File: src/inc/alzc_map.vh
// Register map, field positions and reset values of the light zone comparator
`ifndef ALZC_MAP_VH
`define ALZC_MAP_VH

// ==========================================================================
// Register offsets
`define ALZC_ADDR_LEVEL_ENABLE     8'h2f
`define ALZC_ADDR_ZONE_STATUS      8'h31
`define ALZC_ADDR_L2_THRESHOLD     8'h32
`define ALZC_ADDR_L2_HYSTERESIS    8'h33
`define ALZC_ADDR_L3_THRESHOLD     8'h34
`define ALZC_ADDR_L3_HYSTERESIS    8'h35

// ==========================================================================
// Field positions
`define ALZC_BIT_L2                0
`define ALZC_BIT_L3                1
`define ALZC_BIT_L4                2
`define ALZC_BIT_L5                3
`define ALZC_ENABLE_MSB            3

// ==========================================================================
// Reset values
`define ALZC_RST_BYTE              8'h00
`define ALZC_RST_ENABLE            4'h0
`define ALZC_RST_FLAGS             4'h0

// ==========================================================================
// Zone codes
`define ALZC_ZONE_DAYLIGHT         3'h1
`define ALZC_ZONE_BRIGHT           3'h2
`define ALZC_ZONE_OFFICE           3'h3
`define ALZC_ZONE_INDOOR           3'h4
`define ALZC_ZONE_DARK             3'h5

// ==========================================================================
// Scale of levels 2 and 3 against the sensor code (left shift)
`define ALZC_L2_SHIFT              1
`define ALZC_L3_SHIFT              0

`endif

File: src/alzc_cmp.v
// One zone comparator with threshold and hysteresis
`timescale 1ns/100ps
module alzc_cmp #(
   parameter SENSE_W = 9,
   parameter SHIFT   = 0
) (
   // Clock and reset
   input  wire               ref_clk_i,
   input  wire               rst_n_i,
   // Settings
   input  wire               enable_i,
   input  wire [7:0]         threshold_i,
   input  wire [7:0]         hysteresis_i,
   // Sensor result
   input  wire [SENSE_W-1:0] sense_i,
   input  wire               sense_valid_i,
   // Result
   output wire               trip_o
);

   // =======================================================================
   // Threshold scaling
   wire [8:0]         release_code;
   wire [SENSE_W+1:0] low_lim;
   wire [SENSE_W+1:0] high_lim;
   wire [SENSE_W+1:0] sense_ext;
   reg                trip_ff;
   reg                nxt_trip;

   assign release_code = {1'b0, threshold_i} + {1'b0, hysteresis_i};
   assign low_lim   = {{(SENSE_W+2-8){1'b0}}, threshold_i} << SHIFT;
   assign high_lim  = {{(SENSE_W+2-9){1'b0}}, release_code} << SHIFT;
   assign sense_ext = {2'b00, sense_i};

   // =======================================================================
   // Trip state
   always @* begin
      nxt_trip = trip_ff;
      if (!enable_i) begin
         nxt_trip = 1'b0;
      end else if (sense_valid_i) begin
         if (sense_ext < low_lim) begin
            nxt_trip = 1'b1;
         end else if (sense_ext > high_lim) begin
            nxt_trip = 1'b0;
         end
      end
   end

   always @(posedge ref_clk_i or negedge rst_n_i) begin
      if (!rst_n_i) begin
         trip_ff <= 1'b0;
      end else begin
         trip_ff <= nxt_trip;
      end
   end

   assign trip_o = trip_ff;

endmodule

File: src/alzc_top.v
// Ambient light zone comparator for the second light sensor
`timescale 1ns/100ps
`include "alzc_map.vh"
module alzc_top #(
   parameter SENSE_W = 9
) (
   // Clock and reset
   input  wire               ref_clk_i,
   input  wire               rst_n_i,
   // Register port
   input  wire [7:0]         reg_addr_i,
   input  wire               reg_wr_i,
   input  wire               reg_rd_i,
   input  wire [7:0]         reg_wdata_i,
   output wire [7:0]         reg_rdata_o,
   output wire               reg_rvalid_o,
   // Filtered sensor result, 2.16 uA per code
   input  wire [SENSE_W-1:0] sense_code_i,
   input  wire               sense_valid_i,
   // Level 4 and 5 comparator outputs from the outer levels
   input  wire               indoor_trip_i,
   input  wire               dark_trip_i,
   // Zone results
   output wire [3:0]         level_enable_o,
   output wire [2:0]         zone_o
);

   // =======================================================================
   // Address decode
   function [5:0] addr_hit;
      input [7:0] a;
      begin
         addr_hit = 6'h00;
         if (a == `ALZC_ADDR_LEVEL_ENABLE) begin
            addr_hit = 6'h01;
         end else if (a == `ALZC_ADDR_ZONE_STATUS) begin
            addr_hit = 6'h02;
         end else if (a == `ALZC_ADDR_L2_THRESHOLD) begin
            addr_hit = 6'h04;
         end else if (a == `ALZC_ADDR_L2_HYSTERESIS) begin
            addr_hit = 6'h08;
         end else if (a == `ALZC_ADDR_L3_THRESHOLD) begin
            addr_hit = 6'h10;
         end else if (a == `ALZC_ADDR_L3_HYSTERESIS) begin
            addr_hit = 6'h20;
         end
      end
   endfunction

   wire [5:0] wr_hit;
   wire [5:0] rd_hit;

   assign wr_hit = reg_wr_i ? addr_hit(reg_addr_i) : 6'h00;
   assign rd_hit = reg_rd_i ? addr_hit(reg_addr_i) : 6'h00;

   // =======================================================================
   // Settings registers
   reg [3:0] level_enable_ff;
   reg [7:0] l2_threshold_ff;
   reg [7:0] l2_hysteresis_ff;
   reg [7:0] l3_threshold_ff;
   reg [7:0] l3_hysteresis_ff;

   always @(posedge ref_clk_i or negedge rst_n_i) begin
      if (!rst_n_i) begin
         level_enable_ff  <= `ALZC_RST_ENABLE;
         l2_threshold_ff  <= `ALZC_RST_BYTE;
         l2_hysteresis_ff <= `ALZC_RST_BYTE;
         l3_threshold_ff  <= `ALZC_RST_BYTE;
         l3_hysteresis_ff <= `ALZC_RST_BYTE;
      end else begin
         if (wr_hit[0]) begin
            level_enable_ff <= reg_wdata_i[`ALZC_ENABLE_MSB:0];
         end
         if (wr_hit[2]) begin
            l2_threshold_ff <= reg_wdata_i;
         end
         if (wr_hit[3]) begin
            l2_hysteresis_ff <= reg_wdata_i;
         end
         if (wr_hit[4]) begin
            l3_threshold_ff <= reg_wdata_i;
         end
         if (wr_hit[5]) begin
            l3_hysteresis_ff <= reg_wdata_i;
         end
      end
   end

   assign level_enable_o = level_enable_ff;

   // =======================================================================
   // Comparators
   wire bright_trip;
   wire office_trip;

   alzc_cmp #(
      .SENSE_W (SENSE_W),
      .SHIFT   (`ALZC_L2_SHIFT)
   ) u_cmp_l2 (
      .ref_clk_i     (ref_clk_i),
      .rst_n_i       (rst_n_i),
      .enable_i      (level_enable_ff[`ALZC_BIT_L2]),
      .threshold_i   (l2_threshold_ff),
      .hysteresis_i  (l2_hysteresis_ff),
      .sense_i       (sense_code_i),
      .sense_valid_i (sense_valid_i),
      .trip_o        (bright_trip)
   );

   alzc_cmp #(
      .SENSE_W (SENSE_W),
      .SHIFT   (`ALZC_L3_SHIFT)
   ) u_cmp_l3 (
      .ref_clk_i     (ref_clk_i),
      .rst_n_i       (rst_n_i),
      .enable_i      (level_enable_ff[`ALZC_BIT_L3]),
      .threshold_i   (l3_threshold_ff),
      .hysteresis_i  (l3_hysteresis_ff),
      .sense_i       (sense_code_i),
      .sense_valid_i (sense_valid_i),
      .trip_o        (office_trip)
   );

   // =======================================================================
   // Outer levels, sampled with each new result
   reg  [1:0] outer_trip_ff;
   reg  [1:0] nxt_outer_trip;

   always @* begin
      nxt_outer_trip = outer_trip_ff;
      if (sense_valid_i) begin
         nxt_outer_trip = {dark_trip_i, indoor_trip_i};
      end
      if (!level_enable_ff[`ALZC_BIT_L4]) begin
         nxt_outer_trip[0] = 1'b0;
      end
      if (!level_enable_ff[`ALZC_BIT_L5]) begin
         nxt_outer_trip[1] = 1'b0;
      end
   end

   always @(posedge ref_clk_i or negedge rst_n_i) begin
      if (!rst_n_i) begin
         outer_trip_ff <= 2'b00;
      end else begin
         outer_trip_ff <= nxt_outer_trip;
      end
   end

   // =======================================================================
   // Status flags and zone
   wire       second_sensor_bright_flag;
   wire       second_sensor_office_flag;
   wire       second_sensor_indoor_flag;
   wire       second_sensor_dark_flag;
   wire [3:0] zone_flags;
   reg  [2:0] zone_ff;
   reg  [2:0] nxt_zone;

   assign second_sensor_bright_flag = bright_trip;
   assign second_sensor_office_flag = office_trip;
   assign second_sensor_indoor_flag = outer_trip_ff[0];
   assign second_sensor_dark_flag   = outer_trip_ff[1];

   assign zone_flags = {second_sensor_dark_flag,
                        second_sensor_indoor_flag,
                        second_sensor_office_flag,
                        second_sensor_bright_flag};

   always @* begin
      // Darkest tripped level wins
      if (zone_flags[`ALZC_BIT_L5]) begin
         nxt_zone = `ALZC_ZONE_DARK;
      end else if (zone_flags[`ALZC_BIT_L4]) begin
         nxt_zone = `ALZC_ZONE_INDOOR;
      end else if (zone_flags[`ALZC_BIT_L3]) begin
         nxt_zone = `ALZC_ZONE_OFFICE;
      end else if (zone_flags[`ALZC_BIT_L2]) begin
         nxt_zone = `ALZC_ZONE_BRIGHT;
      end else begin
         nxt_zone = `ALZC_ZONE_DAYLIGHT;
      end
   end

   always @(posedge ref_clk_i or negedge rst_n_i) begin
      if (!rst_n_i) begin
         zone_ff <= `ALZC_ZONE_DAYLIGHT;
      end else begin
         zone_ff <= nxt_zone;
      end
   end

   assign zone_o = zone_ff;

   // =======================================================================
   // Read data
   reg [7:0] rdata_ff;
   reg       rvalid_ff;
   reg [7:0] nxt_rdata;

   always @* begin
      nxt_rdata = 8'h00;
      if (rd_hit[0]) begin
         nxt_rdata = {4'h0, level_enable_ff};
      end else if (rd_hit[1]) begin
         nxt_rdata = {4'h0, zone_flags};
      end else if (rd_hit[2]) begin
         nxt_rdata = l2_threshold_ff;
      end else if (rd_hit[3]) begin
         nxt_rdata = l2_hysteresis_ff;
      end else if (rd_hit[4]) begin
         nxt_rdata = l3_threshold_ff;
      end else if (rd_hit[5]) begin
         nxt_rdata = l3_hysteresis_ff;
      end
   end

   always @(posedge ref_clk_i or negedge rst_n_i) begin
      if (!rst_n_i) begin
         rdata_ff  <= `ALZC_RST_BYTE;
         rvalid_ff <= 1'b0;
      end else begin
         rdata_ff  <= nxt_rdata;
         rvalid_ff <= reg_rd_i;
      end
   end

   assign reg_rdata_o  = rdata_ff;
   assign reg_rvalid_o = rvalid_ff;

endmodule

File: config.mk
export PLATFORM = sky130hd
export DESIGN_NAME = alzc_top
export DESIGN_NICKNAME = d
export VERILOG_FILES = /design/src/alzc_cmp.v /design/src/alzc_top.v
export VERILOG_INCLUDE_DIRS = /design/src /design/src/inc
export SDC_FILE = /design/constraint.sdc
export NUM_CORES = 1
export LEC_CHECK = 0
export BUFFER_PORTS_ARGS = -buffer_cell sky130_fd_sc_hd__buf_2
export CORE_ASPECT_RATIO = 0.6
export CORE_MARGIN = 2
export CORE_UTILIZATION = 53
export CTS_CLUSTER_DIAMETER = 150
export DETAILED_ROUTE_END_ITERATION = 12
export PLACE_DENSITY = 0.82
export SYNTH_ARGS = -nofsm -noshare
export SYNTH_HDL_FRONTEND = slang
export SYNTH_SLANG_ARGS = --single-unit
export TNS_END_PERCENT = 20
File: constraint.sdc
create_clock -name ref_clk_i -period 2.9 [get_ports ref_clk_i]
set_clock_uncertainty 0.1 [all_clocks]
set_input_delay 0.29 -clock ref_clk_i [delete_from_list [all_inputs] [get_ports ref_clk_i]]
set_output_delay 0.29 -clock ref_clk_i [all_outputs]
set_load 0.01 [all_outputs]
---- Yosys cells after proc, flatten, opt, wreduce, memory -nomap -nowiden ----
Index checks and enable logic that the tools add are counted.
word-level totals
  memories ................................ 0
  bits in writable memories ............... 0
  logic and storage cells ................. 61
  ROM bits ................................ 0
  register bits after elaboration ......... 52
  bits in latches ......................... 0
cells by class
  magnitude comparators ................... 4
  multiplexer cells ....................... 29
  shift-type cells ........................ 0
  equality and inequality tests ........... 12
  bitwise operators ....................... 0
  multipliers ............................. 0
  reductions and logical operators ........ 2
  divide/modulo/power cells ............... 0
  $add $sub $neg .......................... 2
operators with widths
  cell                                                                      count
  8-bit by 6-bit == test with 1-bit output (second input constant)          6
  6-bit 2-to-1 mux                                                          8
  8-bit 2-to-1 mux                                                          6
  8-bit by 8-bit adder with 9-bit output                                    2
  9-bit by 10-bit > comparator with 1-bit output                            1
  1-bit 2-to-1 mux                                                          10
  9-bit > comparator                                                        1
  9-bit by 8-bit < comparator with 1-bit output                             1
  9-bit < comparator                                                        1
  2-bit inequality test (second input constant)                             4
  2-bit 2-to-1 mux                                                          3
  3-bit 2-to-1 mux                                                          2
  3-bit by 1-bit inequality test with 1-bit output (second input constant)  2
  2-bit AND reduction                                                       2

---- Longest topological paths before layout ----
Gate-level depths: netlist (run 1).
  word-level depth ........................ 14
  depth in mapped cells ................... 14
  gate-level depth less buffers ........... 14

---- By module ----
Synthesis (run 1) repeated with hierarchy kept, for this count alone.
second synthesis, totals
  cell total of the unflattened synthesis .. 346
  area total of the unflattened synthesis .. 3714.8 sq um
modules (own cells, without submodules)
  module                cells an instance  times used  seq. area each (sq um)  area an instance (sq um)
  alzc_top              167                1           1252.5                  2273.4
  alzc_cmp at u_cmp_l3  94                 1           25.0                    734.5
  alzc_cmp at u_cmp_l2  85                 1           25.0                    706.9

---- Worst setup path after synthesis (run 1) ----
OpenSTA, ideal clock, no wires.
  path kind ............................... reg2reg
  start ................................... register l3_threshold_ff[0]
  end ..................................... register u_cmp_l3.trip_ff, in the netlist u_cmp_l3.trip_o
  required time ........................... 2.671 ns
  setup time .............................. 0.129 ns
  data arrival time ....................... 2.621 ns
  period minus slack after synthesis ...... 2.850 ns
  stages on the path, launching flop included .. 15
  setup slack ............................. 0.050 ns
  path buffers ............................ 0
  path through ............................ dfrtp_1 -> ha_1 -> inv_1 -> fa_1 -> nor2b_1 -> o21ai_0 -> a21boi_0 -> o21ai_0 -> a211o_1 -> ha_1 -> o21a_1 -> o21ai_0 -> a41o_1 -> a31oi_1 -> nand3_1
between the ends
  longest elaborated chain between the ends .. 4
ends and longest elaborated chain
  what                                                                                                            line                          source
  from (decl)                                                                                                     alzc_top.v:61                 reg [7:0] l3_threshold_ff;
  from (signal assigned)                                                                                          alzc_top.v:69                 l3_threshold_ff <= `ALZC_RST_BYTE;
  from (signal assigned)                                                                                          alzc_top.v:82                 l3_threshold_ff <= reg_wdata_i;
  8-bit by 8-bit adder with 9-bit output / 9-bit by 8-bit < comparator with 1-bit output (equally long branches)  alzc_cmp.v:30, alzc_cmp.v:42
  9-bit > comparator / 1-bit 2-to-1 mux (equally long branches)                                                   alzc_cmp.v:44, alzc_cmp.v:42
  3-bit by 1-bit inequality test with 1-bit output (no source line) / 1-bit 2-to-1 mux (equally long branches)    n/a
  2-bit AND reduction (no source line) / 1-bit 2-to-1 mux (equally long branches)                                 n/a
  to (signal assigned)                                                                                            alzc_cmp.v:54                 trip_ff <= nxt_trip;
  to (decl)                                                                                                       alzc_cmp.v:27                 reg trip_ff;
Parallel ways exist; a longest one is shown, timed or not. The select of a mux whose other input is x is not followed.
A chain may end at the register's enable or synchronous reset.

---- Final worst setup path (run 1) ----
Ends and elaborated chain as after synthesis.

==> flow_summary.toml, run 1 <==
[run_status]
status = "complete, but fails checks"
violations = "setup timing"

[cells_and_area]
layout.nets = 490
syn_to_final_growth_pct = 17.7
design_area_um2 = 4260
nFillCells = 527
layout-drive-gt1-share_pct = 30.0
num_antenna_cells = 0
multi_input_area_um2 = 2220
regArea_um2 = 1300

[sta]
final_max_slew_viol_count = 0
hold_viol_final = 0
min_period_ps = 2940
period_share_pct = 102
worst_slack_ps = -44.5
clock.fmax_mhz = 340
worstMarginPinSlew_ps = 550
setup-violations-final = 1
rsz0062_at_grt = "true"
fin_tns_setup_ps = -44.5
maxSlewHeadroom_pct = 63.4

[die]
die_x_um = 111
core_um2 = 6650
ios = 48
die-area_um2 = 7520
start_util_pct = 54.4
die_h_um = 68.0
row_count = 23

[routing]
dr.pass1.iters = 5
wl_per_cell_um = 18.1
drt_iter0_markers = 199
ant_nets = 0
wirelength_um = 9010
drc = 0
vias = 2997
vias_per_cell = 6.03

[yosys]
synth_compound_area_share_pct = 12.8
ys_ff_latch = 52
ys_warn_count = 0
syn_inst = 350
synth_ff_type = "dfrtp_1"
synth_area_um2 = 3620
synth-edff-count = 0
muxShareOfSynthArea_pct = 13.7
yosys.area.top_type = "dfrtp_1"
ys_async_sr_fraction_pct = 100
avgSynthCellArea_um2 = 10.3
synth-simple-area-share_pct = 13.7
synth_fp_nets = 431
ys_seq_area_share_pct = 36.0
synth_cell_types = 53
synth_top_area_share_pct = 35.3
synth_top_family_by_area = "adder cells"
synth-adder-area-share_pct = 17.4
synthTopCellsByArea = "dfrtp_1, ha_1, mux2_2, mux2i_1, o21ai_0"
synth_xor_area_share_pct = 2.42

[global_route]
grt_antenna_before_repair = 0
grt_pass1_vias = 2724
grt_max_degree = 36
grtUsageMet3_pct = 4.96
grt_pass1_wl_um = 14300
grtUsageMet2_pct = 39.3
grt_overflow_total = 0
grt_usage_pct = 24.8
met1_usage_pct = 35.5
grt.busiest_layer = "met2"

[power]
p_total_w = 0.00200
power_per_cell_area_nw_per_um2 = 470
power.leakage_nw = 2.13
ir_drop_mv = 0.324

[critical_path]
cp_common_cell = "o21ai_2"
path_class = "reg -> reg"
cp.depth = 14
startpoint_type = "register"
path_cells = "ha_2 -> inv_2 -> fa_2 -> nor2b_2 -> o21ai_2 -> a21boi_2 -> o21ai_2 -> a211o_1 -> ha_4 -> o21a_1 -> o21ai_1 -> a41o_1 -> a31oi_1 -> nand3_1"
path_delay_family = "compound AO/OA/AOI/OAI gates"
worst-path-buf-inv = 1
critPathMaxStageDelay_ps = 380
end_kind = "register"
r2r-start = "l3_threshold_ff[0]$_DFFE_PN0P_"
reg2reg_setup_slack_ps = -40
crit_fanout = 3
arrival_ps = 3020
worst-r2r-cell-count = 14
r2r-end = "u_cmp_l3.trip_o$_DFFE_PN0P_"
cp_slowest_cell = "fa_2"
crit_required_ps = 2980

[min_path]
hold-path-endpoint = "reg_rvalid_o$_DFF_PN0_"
hp-class = "in -> reg"
hold_start = "reg_rd_i"
hold_path_depth = 1

[run]
maxCapViolCount = 0

[place]
portBuffers = 47
postPlaceCellArea_um2 = 3980
dp_hpwl_um = 6810
gp_congestion = 0.869
place_ws_ps = -211

[clock_tree]
cts_tree = "built"
clk_latency_ps = 300
cts.htree.levels = 2
cts_root_buffer = "clkbuf_16"
clk_pin_slew_ps = 70
cts_made_buffers = 5
cts.sinks = 52
clockBufferDepth = 2
==> layout make-up <==
cell class | instances | share of cell area, %
clock buffer | 7 | 3.59
timing repair buffer | 63 | 8.40
sequential | 52 | 30.6
clock inverter | 1 | 0.705
inverter | 22 | 1.94
tap | 87 | 2.56
multi-input combinational | 265 | 52.2
==> worst max path at each step <==
stage,from,endpoint
finish,l3_threshold_ff[0]$_DFFE_PN0P_,u_cmp_l3.trip_o$_DFFE_PN0P_
global route,l3_threshold_ff[0]$_DFFE_PN0P_,u_cmp_l3.trip_o$_DFFE_PN0P_
CTS,l3_hysteresis_ff[0]$_DFFE_PN0P_,u_cmp_l3.trip_o$_DFFE_PN0P_
detailed placement,l3_hysteresis_ff[0]$_DFFE_PN0P_,u_cmp_l3.trip_o$_DFFE_PN0P_
global placement,l3_hysteresis_ff[0]$_DFFE_PN0P_,u_cmp_l3.trip_o$_DFFE_PN0P_
floorplan,l3_threshold_ff[0]$_DFFE_PN0P_,u_cmp_l3.trip_o$_DFFE_PN0P_
==> worst register-to-register path: stages (launching register included) <==
cell and delay (ps):
dfrtp_1 370, ha_2 190, inv_2 40, fa_2 380, nor2b_2 150, o21ai_2 90, a21boi_2 190, o21ai_2 100
a211o_1 330, ha_4 280, o21a_1 110, o21ai_1 60, a41o_1 210, a31oi_1 140, nand3_1 90
==> power by group <==
group / switching, W / total [W] / internal, W
Sequential: 0.0000305 / 0.000787 / 0.000757
Clock: 0.000266 / 0.000721 / 0.000455
Combinational: 0.000270 / 0.000495 / 0.000225
==> logic make-up after synthesis <==
group,count (synthesis)
DFF,52
muxes,46
xor gates and xnor gates,10
adders and majority gates,49
AOI/OAI and AO/OA,70
buffers and inverters,33
and+or+nand+nor,90
==> layout by cell type (no fill, tap or decap), types with 3 or more instances in the layout <==
master,netlist,final
dfrtp_1,51,51
buf_2,3,47
ha_1,47,45
mux2_2,28,28
nand2_1,23,23
inv_1,22,21
mux2i_1,18,18
nor2_1,16,16
o21ai_0,20,16
buf_4,4,15
a21oi_1,12,12
nand4_1,8,8
nand3_1,7,7
nor3_1,7,7
xor2_1,7,7
o22ai_1,6,6
nor2b_1,6,5
o221ai_1,5,5
clkbuf_16,0,5
nand4b_1,4,4
a21o_1,4,4
and3_1,4,4
a31oi_1,4,4
o221a_2,3,3
or2_2,3,3
xnor2_1,3,3
==> synthesized netlist by cell type, types with 8 or more instances <==
library cell / n
o21ai_0: 20
nor2_1: 16
nand2_1: 23
a21oi_1: 12
mux2_2: 28
mux2i_1: 18
nand4_1: 8
dfrtp_1: 51
inv_1: 22
ha_1: 47
==> flip-flops by register name, summed over array words and instances (netlist names) <==
register,cells
zone_o,3
reg_rvalid_o,1
reg_rdata_o,8
outer_trip_ff,2
u_cmp_l2.trip_o,1
l3_hysteresis_ff,8
u_cmp_l3.trip_o,1
level_enable_o,4
l2_threshold_ff,8
l2_hysteresis_ff,8
l3_threshold_ff,8
==> routing by layer <==
metal | wire length (um) | up-vias | share of wire [%]
li1 | - | 1411 | -
met1 | 4310 | 1448 | 48
met2 | 3930 | 127 | 44
met3 | 680 | 11 | 7.5
met4 | 89 | 0 | 0.99
met5 | 0 | - | 0
==> metrics by stage <==
step / instances / hold WS [ps] / util, %
3_5_place_dp: 483 / 128 / 59.8
3_3_place_gp: 483 / 123 / 59.8
4_1_cts: 493 / 90.4 / 63.1
6_report: 497 / 98.6 / 64.1
5_1_grt: 497 / 100 / 64.1
2_1_floorplan: 350 / -106 / -
==> repair_timing <==
item / in CTS / in global routing
pin swaps: 2 / 9
gates cloned: 0 / 0
resized for setup: 8 / 10
setup buffers: 1 / 4
endpoints found under the setup margin: 2 / 2
hold endpoints to repair: 16 / 0
hold buffers: 1 / 0
(Power assumes the default switching activity.)
==> inputs of run 2 (changes only) <==
- ABC_AREA: not set -> 1
==> run 2 against run 1 <==
The flow now finishes without violations. Die area grew 1.8%. Design area decreased by 0.53%. Flip-flop and latch count stayed put. Clock power decreased by 7.1%. Synthesized cell count increased by 34%.
==> flow_summary.toml, run 2 <==
[run_status]
status = "finished clean"

[yosys]
ys_ff_latch = 52
avgSynthCellArea_um2 = 7.86
ys_seq_area_share_pct = 35.3
synth.most_common_cell = "nand2_1"
synthTopCellsByArea = "dfrtp_1, ha_1, nand2_1, inv_1, a21oi_1"
synth-simple-area-share_pct = 23.0
synth_top_family_by_area = "simple AND/OR/NAND/NOR gates"
synth-adder-area-share_pct = 17.0
synth_area_um2 = 3690
synth_ff_type = "dfrtp_1"
synth_top_area_share_pct = 34.6
ys_async_sr_fraction_pct = 100
synth_xor_area_share_pct = 2.85
synth_cell_types = 36
yosys.area.top_type = "dfrtp_1"
synth_fp_nets = 550
synth_common_cells = "nand2_1, inv_1, dfrtp_1, ha_1, a21oi_1"
ys_warn_count = 0
synth_compound_area_share_pct = 14.5
synth-edff-count = 0
muxShareOfSynthArea_pct = 0
syn_inst = 469

[sta]
worst_slack_ps = 99.2
min_period_ps = 2800
clock.fmax_mhz = 357
period_share_pct = 96.6
setup-violations-final = 0
rsz0062_at_grt = "true"
worstMarginPinSlew_ps = 544
maxSlewHeadroom_pct = 63.4
hold_viol_final = 0
whs_ps = 71.5
final_max_slew_viol_count = 0

[place]
gp_congestion = 0.897
place_ws_ps = -26.4
dp_hpwl_um = 7760
portBuffers = 47

[cells_and_area]
layout.nets = 605
syn_to_final_growth_pct = 14.9
multi_input_area_um2 = 2140
mostFrequentLayoutCell = "nand2_1"
num_antenna_cells = 0
final_cell_mix = "nand2_1, inv_1, dfrtp_1"
nFillCells = 594
layout-drive-gt1-share_pct = 18.1
regArea_um2 = 1300

[clock_tree]
cts_root_buffer = "clkbuf_16"
clk_latency_ps = 300
cts_tree = "built"
clk_pin_slew_ps = 70
cts.htree.levels = 2
cts.sinks = 52
clockBufferDepth = 2
cts_made_buffers = 5

[die]
start_util_pct = 55.0
die_x_um = 112
die_h_um = 68.6
die-area_um2 = 7660
row_count = 23
core_um2 = 6710
ios = 48

[critical_path]
worst-path-buf-inv = 1
cp_slowest_cell = "dfrtp_1"
end_kind = "register"
path_delay_family = "adder cells"
startpoint_type = "register"
path_class = "reg -> reg"
crit_fanout = 3
cp_common_cell = "nand2_1"
crit_required_ps = 3030
path_cells = "ha_2 -> inv_1 -> fa_2 -> o21ai_2 -> a21oi_2 -> o21bai_1 -> nand2_1 -> nand2_1 -> a21oi_1 -> ha_1 -> a21oi_1 -> o21a_1 -> nand3_1 -> nand2_1 -> nand3_1 -> nand2_1 -> nand2_1 -> nand2_1"
arrival_ps = 2930
critPathMaxStageDelay_ps = 380

[run]
maxCapViolCount = 0

[global_route]
grt_pass1_wl_um = 15800
grt_antenna_before_repair = 0
grt_overflow_total = 0
grt_pass1_vias = 3166
grt_max_degree = 31
grt_usage_pct = 26.8

[power]
power_per_cell_area_nw_per_um2 = 415
ir_drop_mv = 0.251
power.leakage_nw = 2.16

[routing]
vias_per_cell = 5.55
wirelength_um = 9730
ant_nets = 0
dr.pass1.iters = 5
drt_iter0_markers = 305
wl_per_cell_um = 15.9
vias = 3394
drc = 0

[min_path]
hp-class = "in -> reg"
[run 2: final cells by class]
type,count,area share (%)
inverter,62,5.52
clock buffer,7,3.13
sequential,52,30.8
clock inverter,1,0.709
tap,87,2.57
timing repair buffer,54,6.85
multi-input combinational,349,50.5
[run 2: worst paths after layout]
check	startpoint	end	slack [ps]	cells past startpoint
max in group asynchronous	rst_n_i	l3_hysteresis_ff[6]$_DFFE_PN0P_	1530	3
min reg2reg	outer_trip_ff[0]$_DFFE_PN0P_	zone_o[2]$_DFF_PN0_	420	2
min	reg_rd_i	reg_rvalid_o$_DFF_PN0_	70	1
max	l3_hysteresis_ff[0]$_DFFE_PN0P_	u_cmp_l3.trip_o$_DFFE_PN0P_	100	18
min in group asynchronous	rst_n_i	l2_threshold_ff[1]$_DFFE_PN0P_	390	2
max reg2reg	l3_hysteresis_ff[0]$_DFFE_PN0P_	u_cmp_l3.trip_o$_DFFE_PN0P_	100	18
[run 2: report_power, final]
| group | switching [W] | internal, W | total [W] |
|---|---|---|---|
| registers | 0.0000291 | 0.000752 | 0.000781 |
| clock network | 0.000262 | 0.000408 | 0.000670 |
| logic | 0.000189 | 0.000119 | 0.000308 |
| total | 0.000480 | 0.00128 | 0.00176 |
[run 2: cell families after synthesis]
logic type,Yosys count
buf+inv,68
fa+ha+maj,49
simple gates,195
xor+xnor,12
compound gates,93
flops,52
[run 2: layer usage]
layer	wire length (um)	vias up	GRT usage, %	share of wire, %
met2	4230	132	42.5	43
met1	4530	1578	38.0	47
met5	0	-	0	0
met4	140	0	6.64	1.4
li1	-	1665	-	-
met3	829	19	5.77	8.5
[run 2: per-stage QoR]
stage	utilization [%]	instances	power (W)	setup TNS, ps	instance area [um^2]
3_3_place_gp	60.0	601	0.00108	0	4030
3_5_place_dp	60.0	601	0.00109	-26.4	4030
4_1_cts	62.7	610	0.00176	0	4200
2_1_floorplan	-	469	0.000976	0	3690
5_1_grt	63.2	612	0.00184	-84.6	4240
6_report	63.2	612	0.00176	0	4240
[run 2: what timing repair did]
action	CTS	global route
endpoints found under the hold margin	21	0
pin swaps	0	4
resized for setup	2	7
hold buffers	1	0
endpoints found under the setup margin	1	2
cloned	0	0
setup buffers	0	2
